## src/design/pflag_pkg.sv

```systemverilog
// constants, register map and default-offset decode for the programmable flag logic
package pflag_pkg;

    // depth and depth class
    localparam int DEPTH_DEF = 1024;
    localparam int DEEP_MIN  = 4096;  // first variant with the wider default table

    // apb register map (byte addresses)
    localparam int          ADDR_W       = 12;
    localparam logic [11:0] OFS_EMPTY    = 12'h000;
    localparam logic [11:0] OFS_FULL     = 12'h004;
    localparam logic [11:0] OFS_STATUS   = 12'h008;
    localparam logic [11:0] OFS_IRQ_STAT = 12'h00C;
    localparam logic [11:0] OFS_IRQ_MASK = 12'h010;

    // status register fields
    localparam int ST_EMPTY   = 0;
    localparam int ST_AE      = 1;
    localparam int ST_HF      = 2;
    localparam int ST_AF      = 3;
    localparam int ST_FULL    = 4;
    localparam int ST_SERIAL  = 5;
    localparam int ST_SYNC    = 6;
    localparam int ST_MRS     = 7;
    localparam int ST_CNT_LSB = 16;

    // interrupt status / mask fields
    localparam int IRQ_W     = 5;
    localparam int IRQ_FULL  = 0;
    localparam int IRQ_EMPTY = 1;
    localparam int IRQ_AF    = 2;
    localparam int IRQ_AE    = 3;
    localparam int IRQ_DROP  = 4;

    // synchronised pin vector positions
    localparam int PIN_W    = 11;
    localparam int PIN_MRS  = 0;
    localparam int PIN_LD   = 1;
    localparam int PIN_P0   = 2;
    localparam int PIN_P1   = 3;
    localparam int PIN_PFM  = 4;
    localparam int PIN_WCLK = 5;
    localparam int PIN_RCLK = 6;
    localparam int PIN_WEN  = 7;
    localparam int PIN_REN  = 8;
    localparam int PIN_SEN  = 9;
    localparam int PIN_SI   = 10;
    // active-low pins idle high, the rest low
    localparam logic [PIN_W-1:0] PIN_RST = 11'h383;

    // default offsets
    localparam logic [15:0] DFLT_1023 = 16'h03FF;
    localparam logic [15:0] DFLT_511  = 16'h01FF;
    localparam logic [15:0] DFLT_255  = 16'h00FF;
    localparam logic [15:0] DFLT_127  = 16'h007F;
    localparam logic [15:0] DFLT_63   = 16'h003F;
    localparam logic [15:0] DFLT_31   = 16'h001F;
    localparam logic [15:0] DFLT_15   = 16'h000F;
    localparam logic [15:0] DFLT_7    = 16'h0007;
    localparam logic [15:0] DFLT_3    = 16'h0003;

    // default offset from load-select / pick1 / pick0 pin levels
    function automatic logic [15:0] dflt_offset(input logic deep, input logic ld,
                                                input logic p1, input logic p0);
        logic [15:0] v;
        case ({ld, p1, p0})
            3'b010:  v = DFLT_511;
            3'b001:  v = DFLT_255;
            3'b000:  v = DFLT_127;
            3'b011:  v = DFLT_63;
            3'b100:  v = deep ? DFLT_1023 : DFLT_31;
            3'b110:  v = deep ? DFLT_31 : DFLT_15;
            3'b101:  v = deep ? DFLT_15 : DFLT_7;
            default: v = deep ? DFLT_7 : DFLT_3;
        endcase
        return v;
    endfunction : dflt_offset

endpackage : pflag_pkg

```

## src/design/pflag_logic.sv

```systemverilog
// programmable almost-empty/almost-full flag logic with apb register access
//
// Operation
// - shallow parts: master reset loads n and m from the eight-entry default table
// - deep parts: master reset loads n and m from the deep default table
// - load-select sampled in master reset: high serial, low parallel loading
// - offset registers can be overwritten through the enabled loading method
// - offsets read back on the parallel (apb) port in both modes
// - offsets writable any time after master reset, range 0 to depth-1
// - sync timing: almost-full only on write edges, almost-empty on read edges
// - async timing: almost-full falls on write edge, rises on read edge
// - async timing: almost-empty falls on read edge, rises on write edge
// - empty low at zero, almost-empty low to n, half-full low above half
// - almost-full low at depth-m or more, full low at depth
// - serial load: one bit per write edge, empty lsb first, full msb last
// - when full, further writes are ignored until a read
`timescale 1ns/1ps
module pflag_logic
    import pflag_pkg::*;
#(
    parameter int DEPTH = DEPTH_DEF,
    parameter int OW    = $clog2(DEPTH),
    parameter int CW    = OW + 1
) (
    // clock, reset, enable
    input  wire logic              clk_i,
    input  wire logic              rst_i,
    input  wire logic              ce_i,
    // apb slave
    input  wire logic              psel_i,
    input  wire logic              penable_i,
    input  wire logic              pwrite_i,
    input  wire logic [ADDR_W-1:0] paddr_i,
    input  wire logic [31:0]       pwdata_i,
    output logic                   pready_o,
    output logic      [31:0]       prdata_o,
    output logic                   pslverr_o,
    // fifo control pins (asynchronous)
    input  wire logic              master_reset_n_i,
    input  wire logic              load_select_n_i,
    input  wire logic              default_pick_0_i,
    input  wire logic              default_pick_1_i,
    input  wire logic              flag_timing_sel_i,
    input  wire logic              wclk_i,
    input  wire logic              rclk_i,
    input  wire logic              wen_n_i,
    input  wire logic              ren_n_i,
    input  wire logic              serial_load_en_n_i,
    input  wire logic              serial_in_i,
    // status flags, active low
    output logic                   empty_n_o,
    output logic                   almost_empty_n_o,
    output logic                   half_full_n_o,
    output logic                   almost_full_n_o,
    output logic                   full_n_o,
    // interrupt
    output logic                   irq_o
);
    localparam int             TOT      = 2 * OW;
    localparam logic [CW-1:0]  DEPTH_C  = CW'(DEPTH);
    localparam logic [CW-1:0]  HALF_C   = CW'(DEPTH / 2 + 1);
    localparam logic [CW-1:0]  ZERO_C   = '0;
    localparam logic [CW-1:0]  ONE_C    = CW'(1);
    localparam logic           DEEP     = (DEPTH >= DEEP_MIN);
    localparam logic [5:0]     LAST_BIT = 6'(TOT - 1);
    localparam logic [5:0]     BIT_ONE  = 6'h01;
    localparam logic [15:0]    DFLT_RST = DFLT_127;

    // synchronised pins
    logic [PIN_W-1:0] pins_s;

    pin_sync #(
        .WIDTH   (PIN_W),
        .RST_VAL (PIN_RST)
    ) u_sync (
        .clk_i (clk_i),
        .rst_i (rst_i),
        .ce_i  (ce_i),
        .d_i   ({serial_in_i, serial_load_en_n_i, ren_n_i, wen_n_i, rclk_i, wclk_i,
                 flag_timing_sel_i, default_pick_1_i, default_pick_0_i, load_select_n_i,
                 master_reset_n_i}),
        .q_o   (pins_s)
    );

    // state
    logic             wclk_prev_q, wclk_prev_d;
    logic             rclk_prev_q, rclk_prev_d;
    logic             cfg_ld_q, cfg_ld_d;
    logic             cfg_p1_q, cfg_p1_d;
    logic             cfg_p0_q, cfg_p0_d;
    logic             cfg_sync_q, cfg_sync_d;
    logic             mrs_q, mrs_d;
    logic [OW-1:0]    n_q, n_d;
    logic [OW-1:0]    m_q, m_d;
    logic [TOT-1:0]   sh_q, sh_d;
    logic [5:0]       bitcnt_q, bitcnt_d;
    logic [CW-1:0]    count_q, count_d;
    logic             empty_n_q, empty_n_d;
    logic             ae_n_q, ae_n_d;
    logic             hf_n_q, hf_n_d;
    logic             af_n_q, af_n_d;
    logic             full_n_q, full_n_d;
    logic [IRQ_W-1:0] irq_st_q, irq_st_d;
    logic [IRQ_W-1:0] irq_mask_q, irq_mask_d;
    logic             irq_q, irq_d;
    logic             pready_q, pready_d;
    logic [31:0]      prdata_q, prdata_d;
    logic             pslverr_q, pslverr_d;

    // decoded events
    logic             in_mrs, w_edge, r_edge, ld_pin;
    logic             wr_ev, rd_ev, wr_ok, rd_ok, ser_shift;
    logic             apb_setup, apb_wr, par_ok;
    logic [15:0]      dflt_v;
    logic [IRQ_W-1:0] irq_ev;

    // edges of the sampled write and read clocks
    always_comb begin
        in_mrs      = ~pins_s[PIN_MRS];
        ld_pin      = pins_s[PIN_LD];
        w_edge      = pins_s[PIN_WCLK] & ~wclk_prev_q;
        r_edge      = pins_s[PIN_RCLK] & ~rclk_prev_q;
        wclk_prev_d = pins_s[PIN_WCLK];
        rclk_prev_d = pins_s[PIN_RCLK];
        // memory access needs load-select high
        wr_ev     = w_edge & ~in_mrs & ld_pin & ~pins_s[PIN_WEN];
        rd_ev     = r_edge & ~in_mrs & ld_pin & ~pins_s[PIN_REN];
        wr_ok     = wr_ev & (count_q != DEPTH_C);
        rd_ok     = rd_ev & (count_q != ZERO_C);
        ser_shift = w_edge & ~in_mrs & cfg_ld_q & ~ld_pin
                  & ~pins_s[PIN_SEN];
        apb_setup = psel_i & ~penable_i;
        apb_wr    = psel_i & penable_i & pready_q & pwrite_i;
        par_ok    = ~cfg_ld_q & ~in_mrs;
    end

    // configuration: tracks pins during master reset, frozen afterwards
    always_comb begin
        cfg_ld_d   = cfg_ld_q;
        cfg_p1_d   = cfg_p1_q;
        cfg_p0_d   = cfg_p0_q;
        cfg_sync_d = cfg_sync_q;
        mrs_d      = in_mrs;
        if (in_mrs) begin
            cfg_ld_d   = pins_s[PIN_LD];
            cfg_p1_d   = pins_s[PIN_P1];
            cfg_p0_d   = pins_s[PIN_P0];
            cfg_sync_d = pins_s[PIN_PFM];
        end
        dflt_v = dflt_offset(DEEP, pins_s[PIN_LD], pins_s[PIN_P1], pins_s[PIN_P0]);
    end

    // offsets: reset default, serial shift or parallel apb write
    always_comb begin
        n_d      = n_q;
        m_d      = m_q;
        sh_d     = sh_q;
        bitcnt_d = bitcnt_q;
        if (in_mrs) begin
            n_d      = dflt_v[OW-1:0];
            m_d      = dflt_v[OW-1:0];
            bitcnt_d = '0;
        end else if (ser_shift) begin
            // partial sets never reach the flags: commit on the last bit only
            sh_d = {pins_s[PIN_SI], sh_q[TOT-1:1]};
            if (bitcnt_q == LAST_BIT) begin
                n_d      = sh_d[OW-1:0];
                m_d      = sh_d[TOT-1:OW];
                bitcnt_d = '0;
            end else begin
                bitcnt_d = bitcnt_q + BIT_ONE;
            end
        end else if (apb_wr && par_ok) begin
            // only OW bits are kept, so 0..depth-1 is all software can reach
            if (paddr_i == OFS_EMPTY) begin
                n_d = pwdata_i[OW-1:0];
            end
            if (paddr_i == OFS_FULL) begin
                m_d = pwdata_i[OW-1:0];
            end
        end
    end

    // word count
    always_comb begin
        count_d = count_q;
        if (in_mrs) begin
            count_d = '0;
        end else if (wr_ok && !rd_ok) begin
            count_d = count_q + ONE_C;
        end else if (rd_ok && !wr_ok) begin
            count_d = count_q - ONE_C;
        end
    end

    // flags from the next count and offsets
    always_comb begin
        empty_n_d = (count_d != ZERO_C);
        full_n_d  = (count_d != DEPTH_C);
        hf_n_d    = (count_d < HALF_C);
        ae_n_d    = ae_n_q;
        af_n_d    = af_n_q;
        if (in_mrs) begin
            ae_n_d = 1'b0;
            af_n_d = 1'b1;
        end else if (cfg_sync_q) begin
            if (w_edge) begin
                af_n_d = (count_d < DEPTH_C - {1'b0, m_d});
            end
            if (r_edge) begin
                ae_n_d = (count_d > {1'b0, n_d});
            end
        end else begin
            if (w_edge && count_d >= DEPTH_C - {1'b0, m_d}) begin
                af_n_d = 1'b0;
            end else if (r_edge && count_d < DEPTH_C - {1'b0, m_d}) begin
                af_n_d = 1'b1;
            end
            if (r_edge && count_d <= {1'b0, n_d}) begin
                ae_n_d = 1'b0;
            end else if (w_edge && count_d > {1'b0, n_d}) begin
                ae_n_d = 1'b1;
            end
        end
    end

    // apb slave: one wait-free access, data prepared in the setup cycle
    always_comb begin
        pready_d  = apb_setup;
        prdata_d  = prdata_q;
        pslverr_d = 1'b0;
        if (apb_setup) begin
            prdata_d = '0;
            case (paddr_i)
                OFS_EMPTY: begin
                    prdata_d[OW-1:0] = n_q;
                    pslverr_d = pwrite_i & ~par_ok;
                end
                OFS_FULL: begin
                    prdata_d[OW-1:0] = m_q;
                    pslverr_d = pwrite_i & ~par_ok;
                end
                OFS_STATUS: begin
                    prdata_d[ST_EMPTY]           = empty_n_q;
                    prdata_d[ST_AE]              = ae_n_q;
                    prdata_d[ST_HF]              = hf_n_q;
                    prdata_d[ST_AF]              = af_n_q;
                    prdata_d[ST_FULL]            = full_n_q;
                    prdata_d[ST_SERIAL]          = cfg_ld_q;
                    prdata_d[ST_SYNC]            = cfg_sync_q;
                    prdata_d[ST_MRS]             = mrs_q;
                    prdata_d[ST_CNT_LSB +: CW]   = count_q;
                end
                OFS_IRQ_STAT: prdata_d[IRQ_W-1:0] = irq_st_q;
                OFS_IRQ_MASK: prdata_d[IRQ_W-1:0] = irq_mask_q;
                default:      pslverr_d = 1'b1;
            endcase
        end
    end

    // interrupt: sticky events, write one to clear, set wins over clear
    always_comb begin
        irq_ev            = '0;
        irq_ev[IRQ_FULL]  = full_n_q & ~full_n_d;
        irq_ev[IRQ_EMPTY] = empty_n_q & ~empty_n_d;
        irq_ev[IRQ_AF]    = af_n_q & ~af_n_d;
        irq_ev[IRQ_AE]    = ae_n_q & ~ae_n_d;
        irq_ev[IRQ_DROP]  = (wr_ev & ~wr_ok) | (rd_ev & ~rd_ok);
        irq_st_d          = irq_st_q;
        irq_mask_d        = irq_mask_q;
        if (apb_wr && paddr_i == OFS_IRQ_STAT) begin
            irq_st_d = irq_st_q & ~pwdata_i[IRQ_W-1:0];
        end
        if (apb_wr && paddr_i == OFS_IRQ_MASK) begin
            irq_mask_d = pwdata_i[IRQ_W-1:0];
        end
        irq_st_d = irq_st_d | irq_ev;
        irq_d    = |(irq_st_d & irq_mask_d);
    end

    // all state registers; clock enable low freezes everything
    always_ff @(posedge clk_i) begin
        if (rst_i) begin
            wclk_prev_q <= 1'b0;
            rclk_prev_q <= 1'b0;
            cfg_ld_q    <= 1'b0;
            cfg_p1_q    <= 1'b0;
            cfg_p0_q    <= 1'b0;
            cfg_sync_q  <= 1'b0;
            mrs_q       <= 1'b0;
            n_q         <= DFLT_RST[OW-1:0];
            m_q         <= DFLT_RST[OW-1:0];
            sh_q        <= '0;
            bitcnt_q    <= '0;
            count_q     <= '0;
            empty_n_q   <= 1'b0;
            ae_n_q      <= 1'b0;
            hf_n_q      <= 1'b1;
            af_n_q      <= 1'b1;
            full_n_q    <= 1'b1;
            irq_st_q    <= '0;
            irq_mask_q  <= '0;
            irq_q       <= 1'b0;
            pready_q    <= 1'b0;
            prdata_q    <= '0;
            pslverr_q   <= 1'b0;
        end else if (ce_i) begin
            wclk_prev_q <= wclk_prev_d;
            rclk_prev_q <= rclk_prev_d;
            cfg_ld_q    <= cfg_ld_d;
            cfg_p1_q    <= cfg_p1_d;
            cfg_p0_q    <= cfg_p0_d;
            cfg_sync_q  <= cfg_sync_d;
            mrs_q       <= mrs_d;
            n_q         <= n_d;
            m_q         <= m_d;
            sh_q        <= sh_d;
            bitcnt_q    <= bitcnt_d;
            count_q     <= count_d;
            empty_n_q   <= empty_n_d;
            ae_n_q      <= ae_n_d;
            hf_n_q      <= hf_n_d;
            af_n_q      <= af_n_d;
            full_n_q    <= full_n_d;
            irq_st_q    <= irq_st_d;
            irq_mask_q  <= irq_mask_d;
            irq_q       <= irq_d;
            pready_q    <= pready_d;
            prdata_q    <= prdata_d;
            pslverr_q   <= pslverr_d;
        end
    end

    // outputs straight from flops
    assign pready_o         = pready_q;
    assign prdata_o         = prdata_q;
    assign pslverr_o        = pslverr_q;
    assign empty_n_o        = empty_n_q;
    assign almost_empty_n_o = ae_n_q;
    assign half_full_n_o    = hf_n_q;
    assign almost_full_n_o  = af_n_q;
    assign full_n_o         = full_n_q;
    assign irq_o            = irq_q;

endmodule : pflag_logic

```

## src/design/pin_sync.sv

```systemverilog
// two-flop synchroniser for a vector of asynchronous pins
`timescale 1ns/1ps
module pin_sync #(
    parameter int               WIDTH   = 1,
    parameter logic [WIDTH-1:0] RST_VAL = '0
) (
    // clock, reset, enable
    input  wire logic             clk_i,
    input  wire logic             rst_i,
    input  wire logic             ce_i,
    // pins in, synchronised out
    input  wire logic [WIDTH-1:0] d_i,
    output logic      [WIDTH-1:0] q_o
);
    logic [WIDTH-1:0] meta_q;
    logic [WIDTH-1:0] meta_d;
    logic [WIDTH-1:0] sync_q;
    logic [WIDTH-1:0] sync_d;

    // first stage feeds only the second stage
    always_comb begin
        meta_d = ce_i ? d_i : meta_q;
        sync_d = ce_i ? meta_q : sync_q;
    end

    always_ff @(posedge clk_i) begin
        if (rst_i) begin
            meta_q <= RST_VAL;
            sync_q <= RST_VAL;
        end else begin
            meta_q <= meta_d;
            sync_q <= sync_d;
        end
    end

    assign q_o = sync_q;
endmodule : pin_sync

```

## config.mk

```make
export PLATFORM = sky130hd
export DESIGN_NAME = pflag_logic
export DESIGN_NICKNAME = d
export VERILOG_FILES = /design/src/design/pflag_pkg.sv /design/src/design/pflag_logic.sv /design/src/design/pin_sync.sv
export SDC_FILE = /design/constraint.sdc
export NUM_CORES = 1
export LEC_CHECK = 0
export BUFFER_PORTS_ARGS = -buffer_cell sky130_fd_sc_hd__buf_2
export CAP_MARGIN = 30
export CORE_ASPECT_RATIO = 1.1
export CORE_UTILIZATION = 35
export CTS_CLUSTER_DIAMETER = 50
export DETAILED_ROUTE_END_ITERATION = 16
export PLACE_DENSITY = 0.49
export SLEW_MARGIN = 10
export SYNTH_ARGS = -nofsm -noshare
export SYNTH_HDL_FRONTEND = slang
export SYNTH_SLANG_ARGS = --single-unit
```

## constraint.sdc

```tcl
create_clock -name clk_i -period 4.7 [get_ports clk_i]
set_input_delay 0.47 -clock clk_i [delete_from_list [all_inputs] [get_ports clk_i]]
set_output_delay 0.47 -clock clk_i [all_outputs]
set_load 0.01 [all_outputs]
```

Word level (Yosys, flattened, before mapping)
Index checks and enable logic that the tools add are counted.
- bits in registers: 123
- output and inout bits: 40
- logic and storage cells: 149
- $add $sub $neg: 4
- order comparisons: 5
- eq/ne operators: 14
- muxes and demuxes: 35
- bitwise logic cells: 46
- reductions and logical operators: 22
- operators by type and width (cell ; number):
    10-bit two-way mux ; 10
    9-bit case mux with 7 select lines ; 1
    11-bit two-way mux ; 4
    1-bit bitwise AND ; 25
    5-bit case mux with 5 select lines ; 1
    12-bit by 4-bit == test with 1-bit output (second input constant) ; 2
    11-bit != test (second input constant) ; 2
    11-bit nonzero test ; 2
    6-bit two-way mux ; 3
    1-bit inverter ; 16
    12-bit by 3-bit == test with 1-bit output (second input constant) ; 1
    12-bit by 5-bit == test with 1-bit output (second input constant) ; 1
    12-bit logical NOT ; 1
    11-bit by 1-bit adder with 11-bit output (second input constant) ; 1
    11-bit >= comparator ; 1
    11-bit by 10-bit > comparator with 1-bit output ; 1
    11-bit by 10-bit <= comparator with 1-bit output ; 1
    11-bit by 10-bit < comparator with 1-bit output (second input constant) ; 1
    11-bit < comparator ; 1
    1-bit two-way mux ; 11
    11-bit by 1-bit subtractor with 11-bit output (second input constant) ; 1
    11-bit by 10-bit subtractor with 11-bit output (first input constant) ; 1
    5-bit bitwise AND ; 2
    5-bit two-way mux ; 2
    other kinds (20) ; 34

Depth between registers and ports, before layout
- depth in word-level cells: 22
- depth in mapped cells: 20
- mapped depth without buffers: 18

Cells and area by module
A second synthesis with hierarchy kept.
- cells, all modules: 899
- area total of the unflattened synthesis: 7199.4 um^2
- modules (own cells, without submodules) (module ; times used ; cells an instance ; area an instance (um^2) ; sequential area each (um^2)):
    pflag_logic ; 1 ; 828 ; 6387.4 ; 2001.9
    pin_sync ; 1 ; 71 ; 812.0 ; 440.4

Least setup slack after synthesis
OpenSTA, ideal clock, no wires.
- path type: reg-to-reg
- start: reg bitcnt_q[0]
- end: reg irq_q (netlist: irq_o)
- setup time: 0.129 ns
- arrival: 4.023 ns
- required time: 4.571 ns
- path slack: 0.548 ns
- stages on the path, launching flop included: 19
- buffers on the path: 0
- path through: dfxtp_1 > ha_1 > nor4b_1 > nand4_1 > o21ai_0 > o31ai_1 > or2_2 > nor3_1 > nand3_1 > or3_1 > ha_1 > nand4_1 > nor4_1 > o311ai_0 > o211ai_1 > a22oi_1 > nor2_1 > a2111oi_0 > o2bb2ai_1
- cells in the longest elaborated chain, start to end: 16
- RTL lines (what ; line ; RTL):
    start, declared ; pflag_logic.sv:96 ; logic [5:0] bitcnt_q, bitcnt_d;
    start signal, assigned ; pflag_logic.sv:318 ; bitcnt_q <= bitcnt_d;
    6-bit by 5-bit == test with 1-bit output * ; pflag_logic.sv:166 ; if (bitcnt_q == LAST_BIT) begin
    10-bit two-way mux ; pflag_logic.sv:166 ;
    10-bit two-way mux ; pflag_logic.sv:163 ; end else if (ser_shift) begin
    10-bit two-way mux ; pflag_logic.sv:159 ; if (in_mrs) begin
    11-bit by 10-bit subtractor with 11-bit output ; pflag_logic.sv:208, pflag_logic.sv:214, pflag_logic.sv:216 ;
    11-bit < comparator ; pflag_logic.sv:208, pflag_logic.sv:216 ;
    1-bit logical AND ; pflag_logic.sv:216 ; end else if (r_edge && count_d < DEPTH_C - {1'b0, m_d}) begin
    1-bit two-way mux ; pflag_logic.sv:216 ;
    1-bit two-way mux ; pflag_logic.sv:214 ; if (w_edge && count_d >= DEPTH_C - {1'b0, m_d}) begin
    1-bit two-way mux ; pflag_logic.sv:206 ; end else if (cfg_sync_q) begin
    1-bit two-way mux ; pflag_logic.sv:203 ; if (in_mrs) begin
    1-bit inverter ; pflag_logic.sv:266 ; irq_ev[IRQ_AF] = af_n_q & ~af_n_d;
    1-bit bitwise AND ; pflag_logic.sv:266 ;
    5-bit bitwise OR * ; pflag_logic.sv:277 ; irq_st_d = irq_st_d | irq_ev;
    5-bit bitwise AND * ; pflag_logic.sv:278 ; irq_d = |(irq_st_d & irq_mask_d);
    5-bit OR reduction * ; pflag_logic.sv:278 ;
    end signal, assigned ; pflag_logic.sv:327 ; irq_q <= irq_d;
    end, declared ; pflag_logic.sv:105 ; logic irq_q, irq_d;
Mark *: on every way between the ends. The rest lies on a longest branch, timed or not.
A chain may end at the register's enable or synchronous reset.

Worst setup path after layout
Ends and elaborated chain as after synthesis.

==> results.tsv <==
metric	value	unit
Critical Path Start Type	register	
Cell Count, Final, Fillers Out	1238	
total CTS buffers	17	
dominant synthesized flop cell	dfxtp_1	
Area Overhead vs Synth	20.1	%
Die W	137	um
placed cell area	7840	um2
Filler cells	2075	
worst-path cell chain	ha_1 > nor4b_2 > buf_4 > and4_1 > buf_6 > a21o_1 > a221o_1 > inv_1 > ha_1 > nand3_1 > or3_1 > ha_1 > nand4_1 > nor4_1 > o311ai_1 > o211ai_1 > a22oi_2 > nor2_1 > a2111oi_2 > o2bb2ai_1	
core area	19800	um2
initial DRC count	573	
fin worst setup slack	226	ps
share of cells above drive strength 1	0.181	
NetSw	0.000677	W
# setup viols final	0	
highest routed layer	met4	
initial antenna violation count	0	
CTS HTree Levels	4	
CP peak stage delay	340	ps
GP Congestion	0.852	
Yosys warnings	0	
Post-synth EDFFs	0	
Setup Slack @ Placement	-92.0	ps
outcome	finished clean	
antenna-violating nets left	0	
Sequential Power Share	0.417	
Multi-input gate area	4290	um2
Starting Density	0.356	
Pins Over Slew Limit	0	
vias in the first global route	5908	
Hold Path Class	input port to register	
commonest cells after routing, fill and taps aside	122 x dfxtp_1, 121 x nor2_1, 120 x nand2_1	
fmax	224	MHz
clk buf depth	2	
setup_tns	0	ps
largest net degree at the start of global routing	73	
Clock Latency Late Sink	430	ps
row cnt	54	
CP Data Required Time	5000	ps
Tcrit/Tclk final	0.952	
Remaining DRCs	0	
Die Y	151	um
Leakage	3.47	nW
HPWL Detailed	16500	um
design area	8460	um2
Max-Cap Viols	0	
vias	6765	
Setup CP Type	register to register	
Vias/cell	5.46	
post-synthesis sequential area ratio	0.347	
synthesized flop and latch total	122	
worst vdd rail ir drop	0.000245	V
I/O pin total	101	
metal1 wirelength	10500	um
die area	20700	um2
CTS Sinks	122	
pwr dens	305	nW/um2
CTS tree	done	
Hold Fails Final Rpt	0	
Post-Route Skew	7.32	ps
Antenna diodes	0	
total gr overflow	0	
Post-CTS Hold Buffers	0	
Internal Power	0.00190	W
register area	2440	um2
Avg Synthesized Cell Area	7.86	um2
Routed met2 length	10300	um
Slew Limit Headroom	0.394	
Port-buffer cells	67	
placed insts	1204	
global-route wire length before repair	34300	um
Max FO, Critical Path	15	
Clock power frac	0.489	
Syn Std Cell Area	7050	um2
Arr. time, crit path	4770	ps
Net Sw Frac	0.262	
Nets	1059	
Critical Path Most Common Cell	ha_1	
Period minus WS final	4470	ps
asr flop ratio synth	0	
Clock transition at path regs	60	ps
Tot GR Track Use	0.222	
Least-Margin Pin Slew	886	ps
commonest non-fill, non-tap cell in the layout	dfxtp_1	
DR WL met3	1240	um
Crit. End Element	register	
count of cell types in the netlist	75	
synthesized instance count	897	
DRT Pass-1 Iters	5	
routed wire length	22400	um
slowest stage cell, crit path	or3_1	
WL/cell	18.1	um
combinational group share of total power	0.094	
clock root cell	clkbuf_16	
## metrics by stage
| stage | hold slack (ps) | power (W) | util |
|---|---|---|---|
| finish | 257 | 0.00258 | 0.428 |
| global route | 245 | 0.00267 | 0.428 |
| CTS | 242 | 0.00260 | 0.424 |
| detailed placement | 442 | 0.00134 | 0.396 |
| global placement | 439 | 0.00133 | 0.393 |
| floorplan | 432 | 0.00124 | - |
## final cells by class
cell class                      instances  area share
Clock buffer                           21      0.0544
Clock inverter                         11      0.0115
Inverter                               15     0.00665
Multi-Input combinational cell        697       0.507
Sequential cell                       122       0.289
Tap cell                              252      0.0373
Timing Repair Buffer                  120      0.0948
## worst paths after layout
check                        from                to  slack, ps  cells past startpoint
hold / removal    load_select_n_i  u_sync.meta_q[1]        260                      3
setup reg to reg      bitcnt_q[0]             irq_o        230                     20
hold reg to reg       prdata_o[4]       prdata_o[4]        450                      2
setup / recovery      bitcnt_q[0]             irq_o        230                     20
## cells by family (layout without fill, tap and decap cells)
logic type	Yosys count	in the layout	synth area share
compound gates	208	208	0.200
xor+xnor	14	14	0.0174
fa+ha+maj	25	25	0.0444
other cells	1	11	0.000532
buf+inv	88	167	0.0552
flops	122	122	0.347
simple gates	380	380	0.251
mux	59	59	0.0843
## cells in the mapped netlist (12+ instances only)
library cell  number  share of area
a21oi_1           51          0.036
dfxtp_1          122           0.35
nor2_1           121          0.064
o21ai_0           43          0.031
nand2_1          120          0.064
clkbuf_1          49          0.026
mux2i_1           56          0.080
nand3_1           35          0.025
nor3_1            33          0.023
a22oi_1           18          0.019
buf_4             12          0.013
inv_1             13         0.0069
ha_1              25          0.044
## state kept, by name (all words and copies together) (netlist names), 5 cells and up
name	flops
count_q	11
u_sync.meta_q	11
u_sync.q_o	11
prdata_o	21
n_q	10
sh_q	19
m_q	10
irq_mask_q	5
irq_st_q	5
bitcnt_q	6
## metal layers
metal | track usage | vias up
met3 | 0.0358 | 25
met5 | 0 | -
met4 | 0.0736 | 0
met1 | 0.308 | 3163
met2 | 0.348 | 213
li1 | - | 3364
## critical path: cells and delay by family, from the launching register on
| kind | cells | cell delay [ps] |
|---|---|---|
| buffers and inverters | 3 | 400 |
| AOI/OAI and AO/OA | 7 | 1640 |
| and+or+nand+nor | 7 | 1210 |
| adders and majority gates | 3 | 780 |
| DFF | 1 | 330 |
## repair_timing
item,CTS,global route
gates resized for setup,2,8
hold endpoints to repair,0,0
setup buffers,0,1
setup endpoints to repair,1,2
pin swaps,0,2
## power by group through the flow
| stage | Clock (W) | Sequential [W] | Combinational (W) |
|---|---|---|---|
| final | 0.00126 | 0.00108 | 0.000243 |
| after global routing | 0.00133 | 0.00108 | 0.000266 |
| after CTS | 0.00129 | 0.00108 | 0.000240 |
| after detailed placement | 0 | 0.00110 | 0.000238 |
| after global placement | 0 | 0.00110 | 0.000233 |
| after floorplan | 0 | 0.00109 | 0.000150 |
No activity file was read; power rests on OpenSTA's default activity.
